File: src/hpsel_pkg.sv
package hpsel_pkg;

   // clock and register port
   localparam int CLK_MHZ = 200;
   localparam int ADDR_W = 12;
   localparam int DATA_W = 32;
   localparam logic [ADDR_W-1:0] LINK_STAT_OFS = 12'h078;
   localparam logic [ADDR_W-1:0] SLOT_CTRL_OFS = 12'h080;
   localparam int LINK_ACTIVE_BIT = 29;
   localparam int CTRL_LO = 0;
   localparam int CTRL_HI = 15;
   localparam int STAT_LO = 16;
   localparam int STAT_HI = 31;

   // ports that may carry the slot controller
   localparam int HP_PORT_FIRST = 1;
   localparam int HP_PORT_LAST = 3;

   // slot control half word
   typedef struct packed {
      logic [4:0] rsvd_hi;
      logic pwr_off;
      logic [1:0] ind;
      logic [1:0] rsvd_mid;
      logic hp_int_en;
      logic cmd_en;
      logic pres_en;
      logic latch_en;
      logic rsvd_lo;
      logic btn_en;
   } hpsel_ctrl_t;

   // slot status half word
   typedef struct packed {
      logic [8:0] rsvd_hi;
      logic pres_st;
      logic latch_st;
      logic cmd;
      logic pres_chg;
      logic latch_chg;
      logic rsvd_lo;
      logic btn;
   } hpsel_stat_t;

   localparam logic [15:0] CTRL_RST = 16'h0400;
   localparam logic [15:0] STAT_RST = 16'h0000;

   // power indicator codes
   localparam logic [1:0] IND_OFF = 2'h0;
   localparam logic [1:0] IND_ON = 2'h1;
   localparam logic [1:0] IND_BLINK = 2'h2;

   // slot power sequencer states
   typedef enum logic [2:0] {
      PS_OFF = 3'b000,
      PS_UP_VALID = 3'b001,
      PS_UP_RST = 3'b010,
      PS_ON = 3'b011,
      PS_DN_CLK = 3'b100,
      PS_DN_PWR = 3'b101,
      PS_DN_WAIT = 3'b110
   } hpsel_pwr_state_t;

   // times in their own units
   localparam int T_DEBOUNCE_MS = 10;
   localparam int T_PWR_VALID_MS = 16;
   localparam int T_RST_REL_MS = 100;
   localparam int T_SEQ_US = 100;
   localparam int T_PWR_OFF_MS = 256;
   localparam int T_BLINK_MS = 500;

   // derived cycle counts
   localparam int CYC_PER_US = CLK_MHZ;
   localparam int CYC_PER_MS = 1000 * CLK_MHZ;
   localparam int DEBOUNCE_CYC = T_DEBOUNCE_MS * CYC_PER_MS;
   localparam int PWR_VALID_CYC = T_PWR_VALID_MS * CYC_PER_MS;
   localparam int RST_REL_CYC = T_RST_REL_MS * CYC_PER_MS;
   localparam int SEQ_CYC = T_SEQ_US * CYC_PER_US;
   localparam int PWR_OFF_CYC = T_PWR_OFF_MS * CYC_PER_MS;
   localparam int BLINK_CYC = T_BLINK_MS * CYC_PER_MS;

   localparam int DBC_LATCH = 0;
   localparam int DBC_BTN = 1;
   localparam int DBC_N = 2;

endpackage

File: src/hpsel_slot.sv
// Local design decisions: the register offsets and the strobed register port.
`timescale 1ns/10ps

// Overview of operation
// - Board insertion sets presence state and presence changed; removal clears presence state and sets presence changed.
// - Once software clears the last enabled pending flag after a sent interrupt, a de-assertion message goes out if hot plug interrupts are enabled.
// - Latch lock clears the latch state flag, unlock sets it, and either sets latch changed and may interrupt.
// - An attention button press sets the button pressed flag and may interrupt.
// - Writing 10b to the indicator field makes the indicator blink and sets command completed.
// - Writing 01b to the indicator field turns the indicator on steadily and sets command completed.
// - Writing 00b to the indicator field turns the indicator off and sets command completed.
// - Clearing the power control bit powers the slot up and sets command completed after the power valid delay.
// - Setting the power control bit powers the slot off and sets command completed 256 ms later.
// - The link status word at 78h carries the link active bit at bit 29.
// - The slot logic exists only on ports 1 to 3 configured as downstream ports.
// - Latch and button changes are taken only after 10 ms of stable level.
// - At power off the slot reset asserts first, the reference clock stops 100 us later and power 100 us after that.
// - The power control bit sits at bit 10 of 80h and a 1 requests power down.
module hpsel_slot
   import hpsel_pkg::*;
#(
   parameter int PORT_NUM = 1,
   parameter int DEBOUNCE_P = DEBOUNCE_CYC,
   parameter int PWR_VALID_P = PWR_VALID_CYC,
   parameter int RST_REL_P = RST_REL_CYC,
   parameter int SEQ_P = SEQ_CYC,
   parameter int PWR_OFF_P = PWR_OFF_CYC,
   parameter int BLINK_P = BLINK_CYC
) (
   // clock, reset, enable
   input wire logic clk_sys,
   input wire logic rst,
   input wire logic ce,
   // register port
   input wire logic [ADDR_W-1:0] reg_addr,
   input wire logic [DATA_W-1:0] reg_wdata,
   input wire logic reg_wr,
   input wire logic reg_rd,
   output logic [DATA_W-1:0] reg_rdata,
   // port configuration and link
   input wire logic port_is_downstream,
   input wire logic link_active,
   // slot sense inputs, active low
   input wire logic presence_detect_n,
   input wire logic latch_sense_in_n,
   input wire logic attention_button_in_n,
   // slot control outputs, active low
   output logic slot_reset_out_n,
   output logic slot_refclk_enable_out_n,
   output logic slot_power_enable_out_n,
   output logic power_indicator_out_n,
   // interrupt messages
   output logic int_assert_msg,
   output logic int_deassert_msg
);

   localparam bit PORT_OK = (PORT_NUM >= HP_PORT_FIRST) &&
      (PORT_NUM <= HP_PORT_LAST);
   // idle levels after reset: button released, latch locked
   localparam int DBC_W = DBC_N;

   function automatic logic flag_upd(input logic set_i, input logic cur_i,
      input logic clr_i);
      flag_upd = set_i | (cur_i & ~clr_i);
   endfunction

   hpsel_ctrl_t ctrl_r;
   hpsel_stat_t stat_r;
   hpsel_ctrl_t ctrl_wr;
   hpsel_stat_t stat_clr;
   hpsel_pwr_state_t state_r;
   logic hp_present;
   logic ctrl_write;
   logic pwr_on_req;
   logic pwr_off_req;
   logic ind_cmd_done;
   logic pwr_cmd_done_r;
   logic [31:0] tmr_r;
   logic [31:0] dbc_cnt_r [DBC_N];
   logic [DBC_N-1:0] dbc_raw;
   logic [DBC_N-1:0] dbc_stable_r;
   logic [DBC_N-1:0] dbc_chg_r;
   logic btn_press;
   logic pres_prev_r;
   logic [31:0] blink_cnt_r;
   logic blink_ph_r;
   logic pend;
   logic int_sent_r;
   logic [DATA_W-1:0] rdata_nxt;

   assign hp_present = PORT_OK && port_is_downstream;
   assign ctrl_wr = hpsel_ctrl_t'(reg_wdata[CTRL_HI:CTRL_LO]);
   assign ctrl_write = hp_present && reg_wr && (reg_addr == SLOT_CTRL_OFS);
   assign stat_clr = ctrl_write ?
      hpsel_stat_t'(reg_wdata[STAT_HI:STAT_LO]) : hpsel_stat_t'(STAT_RST);
   assign pwr_on_req = ctrl_write && ctrl_r.pwr_off && !ctrl_wr.pwr_off;
   assign pwr_off_req = ctrl_write && !ctrl_r.pwr_off && ctrl_wr.pwr_off;
   // a write that clears status flags is an acknowledge, not a command
   assign ind_cmd_done = ctrl_write && !pwr_on_req && !pwr_off_req &&
      !(|stat_clr);
   assign dbc_raw = {attention_button_in_n, latch_sense_in_n};
   assign btn_press = dbc_chg_r[DBC_BTN] && !dbc_stable_r[DBC_BTN];
   assign pend = (stat_r.btn && ctrl_r.btn_en) ||
      (stat_r.latch_chg && ctrl_r.latch_en) ||
      (stat_r.pres_chg && ctrl_r.pres_en) ||
      (stat_r.cmd && ctrl_r.cmd_en);

   // slot control register
   always_ff @(posedge clk_sys or posedge rst) begin
      if (rst) begin
         ctrl_r <= hpsel_ctrl_t'(CTRL_RST);
      end else if (ce) begin
         if (!hp_present) begin
            ctrl_r <= hpsel_ctrl_t'(CTRL_RST);
         end else if (ctrl_write) begin
            ctrl_r <= ctrl_wr;
            ctrl_r.rsvd_hi <= '0;
            ctrl_r.rsvd_mid <= '0;
            ctrl_r.rsvd_lo <= 1'b0;
         end
      end
   end

   // debounce of latch and button
   always_ff @(posedge clk_sys or posedge rst) begin
      if (rst) begin
         dbc_stable_r <= DBC_W'(1 << DBC_BTN);
         dbc_chg_r <= '0;
         for (int i = 0; i < DBC_N; i++) begin
            dbc_cnt_r[i] <= '0;
         end
      end else if (ce) begin
         for (int i = 0; i < DBC_N; i++) begin
            dbc_chg_r[i] <= 1'b0;
            if (dbc_raw[i] == dbc_stable_r[i]) begin
               dbc_cnt_r[i] <= '0;
            end else if (dbc_cnt_r[i] == 32'(DEBOUNCE_P - 1)) begin
               dbc_cnt_r[i] <= '0;
               dbc_stable_r[i] <= dbc_raw[i];
               dbc_chg_r[i] <= hp_present;
            end else begin
               dbc_cnt_r[i] <= dbc_cnt_r[i] + 32'h1;
            end
         end
      end
   end

   // slot status register
   always_ff @(posedge clk_sys or posedge rst) begin
      if (rst) begin
         stat_r <= hpsel_stat_t'(STAT_RST);
         pres_prev_r <= 1'b0;
      end else if (ce) begin
         if (!hp_present) begin
            stat_r <= hpsel_stat_t'(STAT_RST);
            pres_prev_r <= 1'b0;
         end else begin
            pres_prev_r <= !presence_detect_n;
            stat_r.pres_st <= pres_prev_r;
            stat_r.pres_chg <= flag_upd(pres_prev_r != stat_r.pres_st,
               stat_r.pres_chg, stat_clr.pres_chg);
            stat_r.latch_st <= dbc_stable_r[DBC_LATCH];
            stat_r.latch_chg <= flag_upd(dbc_chg_r[DBC_LATCH],
               stat_r.latch_chg, stat_clr.latch_chg);
            stat_r.btn <= flag_upd(btn_press, stat_r.btn,
               stat_clr.btn);
            stat_r.cmd <= flag_upd(ind_cmd_done || pwr_cmd_done_r,
               stat_r.cmd, stat_clr.cmd);
         end
      end
   end

   // slot power sequencer
   always_ff @(posedge clk_sys or posedge rst) begin
      if (rst) begin
         state_r <= PS_OFF;
         tmr_r <= '0;
         pwr_cmd_done_r <= 1'b0;
         slot_reset_out_n <= 1'b0;
         slot_refclk_enable_out_n <= 1'b1;
         slot_power_enable_out_n <= 1'b1;
      end else if (ce) begin
         pwr_cmd_done_r <= 1'b0;
         if (!hp_present) begin
            state_r <= PS_OFF;
            tmr_r <= '0;
            slot_reset_out_n <= 1'b0;
            slot_refclk_enable_out_n <= 1'b1;
            slot_power_enable_out_n <= 1'b1;
         end else if (pwr_on_req) begin
            state_r <= PS_UP_VALID;
            tmr_r <= 32'(PWR_VALID_P - 1);
            slot_power_enable_out_n <= 1'b0;
         end else if (pwr_off_req) begin
            state_r <= PS_DN_CLK;
            tmr_r <= 32'(SEQ_P - 1);
            slot_reset_out_n <= 1'b0;
         end else if (tmr_r != '0) begin
            tmr_r <= tmr_r - 32'h1;
         end else begin
            case (state_r)
               PS_UP_VALID: begin
                  state_r <= PS_UP_RST;
                  tmr_r <= 32'(RST_REL_P - 1);
                  slot_refclk_enable_out_n <= 1'b0;
                  pwr_cmd_done_r <= 1'b1;
               end
               PS_UP_RST: begin
                  state_r <= PS_ON;
                  slot_reset_out_n <= 1'b1;
               end
               PS_DN_CLK: begin
                  state_r <= PS_DN_PWR;
                  tmr_r <= 32'(SEQ_P - 1);
                  slot_refclk_enable_out_n <= 1'b1;
               end
               PS_DN_PWR: begin
                  state_r <= PS_DN_WAIT;
                  tmr_r <= 32'(PWR_OFF_P - 2 * SEQ_P - 1);
                  slot_power_enable_out_n <= 1'b1;
               end
               PS_DN_WAIT: begin
                  state_r <= PS_OFF;
                  pwr_cmd_done_r <= 1'b1;
               end
               default:
                  state_r <= state_r;
            endcase
         end
      end
   end

   // power indicator drive
   always_ff @(posedge clk_sys or posedge rst) begin
      if (rst) begin
         blink_cnt_r <= '0;
         blink_ph_r <= 1'b0;
         power_indicator_out_n <= 1'b1;
      end else if (ce) begin
         if (blink_cnt_r == 32'(BLINK_P - 1)) begin
            blink_cnt_r <= '0;
            blink_ph_r <= !blink_ph_r;
         end else begin
            blink_cnt_r <= blink_cnt_r + 32'h1;
         end
         case (ctrl_r.ind)
            IND_ON: power_indicator_out_n <= 1'b0;
            IND_BLINK: power_indicator_out_n <= blink_ph_r;
            default: power_indicator_out_n <= 1'b1;
         endcase
      end
   end

   // interrupt message generation
   always_ff @(posedge clk_sys or posedge rst) begin
      if (rst) begin
         int_sent_r <= 1'b0;
         int_assert_msg <= 1'b0;
         int_deassert_msg <= 1'b0;
      end else if (ce) begin
         int_assert_msg <= 1'b0;
         int_deassert_msg <= 1'b0;
         if (hp_present && ctrl_r.hp_int_en && pend && !int_sent_r) begin
            int_sent_r <= 1'b1;
            int_assert_msg <= 1'b1;
         end else if (int_sent_r && !pend && ctrl_r.hp_int_en) begin
            int_sent_r <= 1'b0;
            int_deassert_msg <= 1'b1;
         end
      end
   end

   // register read port
   always_comb begin
      rdata_nxt = '0;
      if (hp_present) begin
         case (reg_addr)
            LINK_STAT_OFS: rdata_nxt[LINK_ACTIVE_BIT] = link_active;
            SLOT_CTRL_OFS: rdata_nxt = {stat_r, ctrl_r};
            default: rdata_nxt = '0;
         endcase
      end
   end

   always_ff @(posedge clk_sys or posedge rst) begin
      if (rst) begin
         reg_rdata <= '0;
      end else if (ce) begin
         reg_rdata <= reg_rd ? rdata_nxt : '0;
      end
   end
endmodule

File: config.mk
export PLATFORM = sky130hd
export DESIGN_NAME = hpsel_slot
export DESIGN_NICKNAME = d
export VERILOG_FILES = /design/src/hpsel_pkg.sv /design/src/hpsel_slot.sv
export SDC_FILE = /design/constraint.sdc
export NUM_CORES = 1
export LEC_CHECK = 0
export BUFFER_PORTS_ARGS = -buffer_cell sky130_fd_sc_hd__buf_4
export CAP_MARGIN = 20
export CORE_ASPECT_RATIO = 1.4
export CORE_MARGIN = 2
export CORE_UTILIZATION = 60
export DETAILED_ROUTE_END_ITERATION = 8
export PLACE_DENSITY = 0.8
export SYNTH_ARGS = -nofsm -noshare
export SYNTH_HDL_FRONTEND = slang
export SYNTH_SLANG_ARGS = --single-unit
export TNS_END_PERCENT = 5
File: constraint.sdc
create_clock -name clk_sys -period 12.9 [get_ports clk_sys]
set_input_delay 2.58 -clock clk_sys [delete_from_list [all_inputs] [get_ports clk_sys]]
set_output_delay 2.58 -clock clk_sys [all_outputs]
set_load 0.05 [all_outputs]
==> impl_metrics.tcl <==
set metrics [dict create \
    critPathMaxFanout 13 \
    antenna_found_initial 0 \
    cp-end-kind "flip-flop" \
    worst_clock_skew_ns 0.00836 \
    final_area_mm2 0.0105 \
    hold_start "blink_cnt_r[31]" \
    ctsHoldBuffers 0 \
    post-cts-setup-buffer-count 0 \
    ant_nets 0 \
    die_area_mm2 0.0166 \
    insertion_delay_ns 0.43 \
    fmax_ghz 0.195 \
    rrSetupSlack_ns 9.76 \
    die_w_um 110 \
    place_ws_ns 7.39 \
    drc 0 \
    setup.worst_path.class "in -> reg" \
    crit_chain "buf_4 > nor4_1 > nand4_1 > o21a_1 > a31oi_1 > o21ai_0 > a22o_1" \
    critPathLaunchType "primary input" \
    peakVddDrop_mv 0.104 \
    vias_per_cell 6.28 \
    final_cell_mix "dfrtp_1 (169), nand2_1 (95), nor2_1 (90)" \
    cts_sinks 174 \
    final_max_slew_viol_count 0 \
    rows 54 \
    crit_path_top_delay_cell "a31oi_1" \
    reg2reg_depth 8 \
    portBuffers 66 \
    fin_crit_ns 5.12 \
    rsz0062_at_grt "no" \
    holdPathEnd "blink_cnt_r[31]" \
    place_congestion 0.893 \
    regToRegStartpoint "tmr_r[0]" \
    first_pass_iters 5 \
    num_io_pins 92 \
    synth_enable_flop_cells 0 \
    synth_top_area_share_pct 45.2 \
    nets 1113 \
    r2r_end "tmr_r[5]" \
    p_leak_nw 4.56 \
    multi_input_area_mm2 0.00466 \
    syn_area_per_cell_um2 9.32 \
    clock_path_buffers 2 \
    area_growth_pct 12.6 \
    cts_inserted_buffers 17 \
    grt_overflow 0 \
    core_mm2 0.0154 \
    syn_inst 1004 \
    cts_resized 0 \
    seq_area_mm2 0.00436 \
    critPathArrivalTime_ns 5.45 \
    synth_seq_cells 174 \
    root_buffer "clkbuf_16" \
    num_vias 7940 \
    max_cap_viol_count 0 \
    cts-htree-levels 4 \
    power.density_mw_per_mm2 123 \
    finalSetupTns_ns 0 \
    final_common_cell "dfrtp_1" \
    yosys.area.top_type "dfrtp_1" \
    wl_um 22000 \
    grt_pass1_vias 7437 \
    mappedNetlistArea_mm2 0.00936 \
    fillCellCount 1219 \
    status "complete, no violations" \
    avgRoutedWirePerCell_um 17.4 \
    initial_core_util_pct 60.7 \
    cts_tree "built" \
    grt_pass1_wl_um 36000 \
    grt_start_max_net_pins 92 \
    timing.final.crit_share_pct 39.7 \
    synthArstFlopShare_pct 100 \
    cpPeakStageDelay_ns 0.72 \
    hold_class "reg -> reg" \
    path_clk_slew_ns 0.07 \
    grtUsageTotal_pct 27.5 \
    tightest_slew_ns 0.994 \
    hold_viol_final 0 \
    max_slew_margin_pct 33.7 \
    fin_ws_ns 7.78 \
    yosysWarnings 0 \
    die_h_um 152 \
    hold_depth 1 \
    drtIter0Drc 637 \
    placement.cell_area_mm2 0.00993 \
    cp.required_ns 13.23 \
    drive_above_1_share_pct 12.9 \
    place_hpwl_um 15000 \
    ys_top_cells_by_area "dfrtp_1 (45%), nand2_1 (3.8%), o21ai_0 (3.7%)" \
    n_antenna_cell 0 \
    finalSetupViolCount 0 \
    yosysSeqAreaShare_pct 46.6 \
    ys.flop_type "dfrtp_1" \
    synth.distinct_cells 72 \
]
[sequential cells by signal (all words and copies together) (netlist names)]
register	cells
blink_ph_r	1
stat_r	6
reg_rdata	15
dbc_cnt_r	64
slot_power_enable_out_n	1
int_deassert_msg	1
dbc_chg_r	2
int_sent_r	1
pres_prev_r	1
slot_reset_out_n	1
int_assert_msg	1
pwr_cmd_done_r	1
ctrl_r	8
tmr_r	32
blink_cnt_r	32
state_r	3
power_indicator_out_n	1
slot_refclk_enable_out_n	1
dbc_stable_r	2
[cell usage after synthesis, types with 5 or more instances]
cell and instances:
a21o_1 5, mux2_2 6, nand4_1 32, or3_1 11, nor4_1 27, buf_2 5, a31oi_1 17, o31ai_1 15
o2bb2ai_1 12, a21oi_1 39, nor4b_1 8, o21ai_0 69, xor2_1 34, xnor2_1 35, nor2b_1 6, and4_1 12
inv_1 28, o21ai_1 11, nor3_1 30, buf_4 20, a2bb2oi_1 5, nand3_1 49, nand2_1 95, dfstp_2 5
a22o_1 25, o41ai_1 9, dfrtp_1 169, nor2_1 90, clkbuf_1 28, nand2b_1 9, and2_1 6, and3_1 17
[metal layers]
metal	global-route usage (%)	wire (µm)	share of wire [%]
met1	35.6	9070	41
met2	44.8	11200	51
met3	4.96	1100	5.0
met4	12.3	676	3.1
met5	0	0	0
[cell families (layout without fill, tap and decap cells)]
logic type | count (synthesis) | in the layout | synth area share, %
muxes | 9 | 9 | 1.04
other | 1 | 17 | 0.0401
adders and majority gates | 4 | 4 | 0.535
buffers and inverters | 86 | 134 | 4.48
and+or+nand+nor | 418 | 418 | 23.5
xor gates and xnor gates | 69 | 69 | 6.46
AOI/OAI and AO/OA | 243 | 243 | 17.3
DFF | 174 | 174 | 46.6
[worst max-delay path: cells and delay by family]
family / cells / cell delay (ns)
AO/OA/AOI/OAI: 4 / 1.59
buffers and inverters: 1 / 0.11
AND/OR/NAND/NOR: 2 / 1.16
[report_power, final]
part / internal (mW) / switching (mW) / leakage [nW]
combinational: 0.0660 / 0.113 / 1.90
sequential: 0.574 / 0.0326 / 2.38
clock: 0.282 / 0.228 / 0.286
[stage by stage]
stage	hold slack (ns)	total power [mW]	util, %	std cells
floorplan	0.442	0.745	-	1020
global placement	0.457	0.784	64.4	1230
detailed placement	0.469	0.790	64.4	1231
CTS	0.482	1.30	68.2	1263
global route	0.501	1.35	68.4	1264
finish	0.479	1.29	68.4	1264
[final cells by class]
| cell class | instances | share of cell area, % |
|---|---|---|
| clock inverter | 12 | 1.20 |
| multi-input combinational | 760 | 44.2 |
| sequential | 174 | 41.4 |
| timing repair buffer | 74 | 5.50 |
| clock buffer | 20 | 4.33 |
| inverter | 28 | 1.05 |
| tap | 196 | 2.33 |
[worst max path at each step]
stage                     endpoint  slack [ns]   startpoint  cells past startpoint
floorplan           blink_cnt_r[0]        5.61          rst                      1
global placement         tmr_r[14]        7.42  reg_addr[3]                      7
detailed placement        tmr_r[9]        7.39  reg_addr[9]                      7
CTS                       tmr_r[9]        7.83  reg_addr[3]                      7
global route              tmr_r[9]        7.57  reg_addr[9]                      7
finish                    tmr_r[9]        7.78  reg_addr[9]                      7
Power figures use the tool's default switching activity.
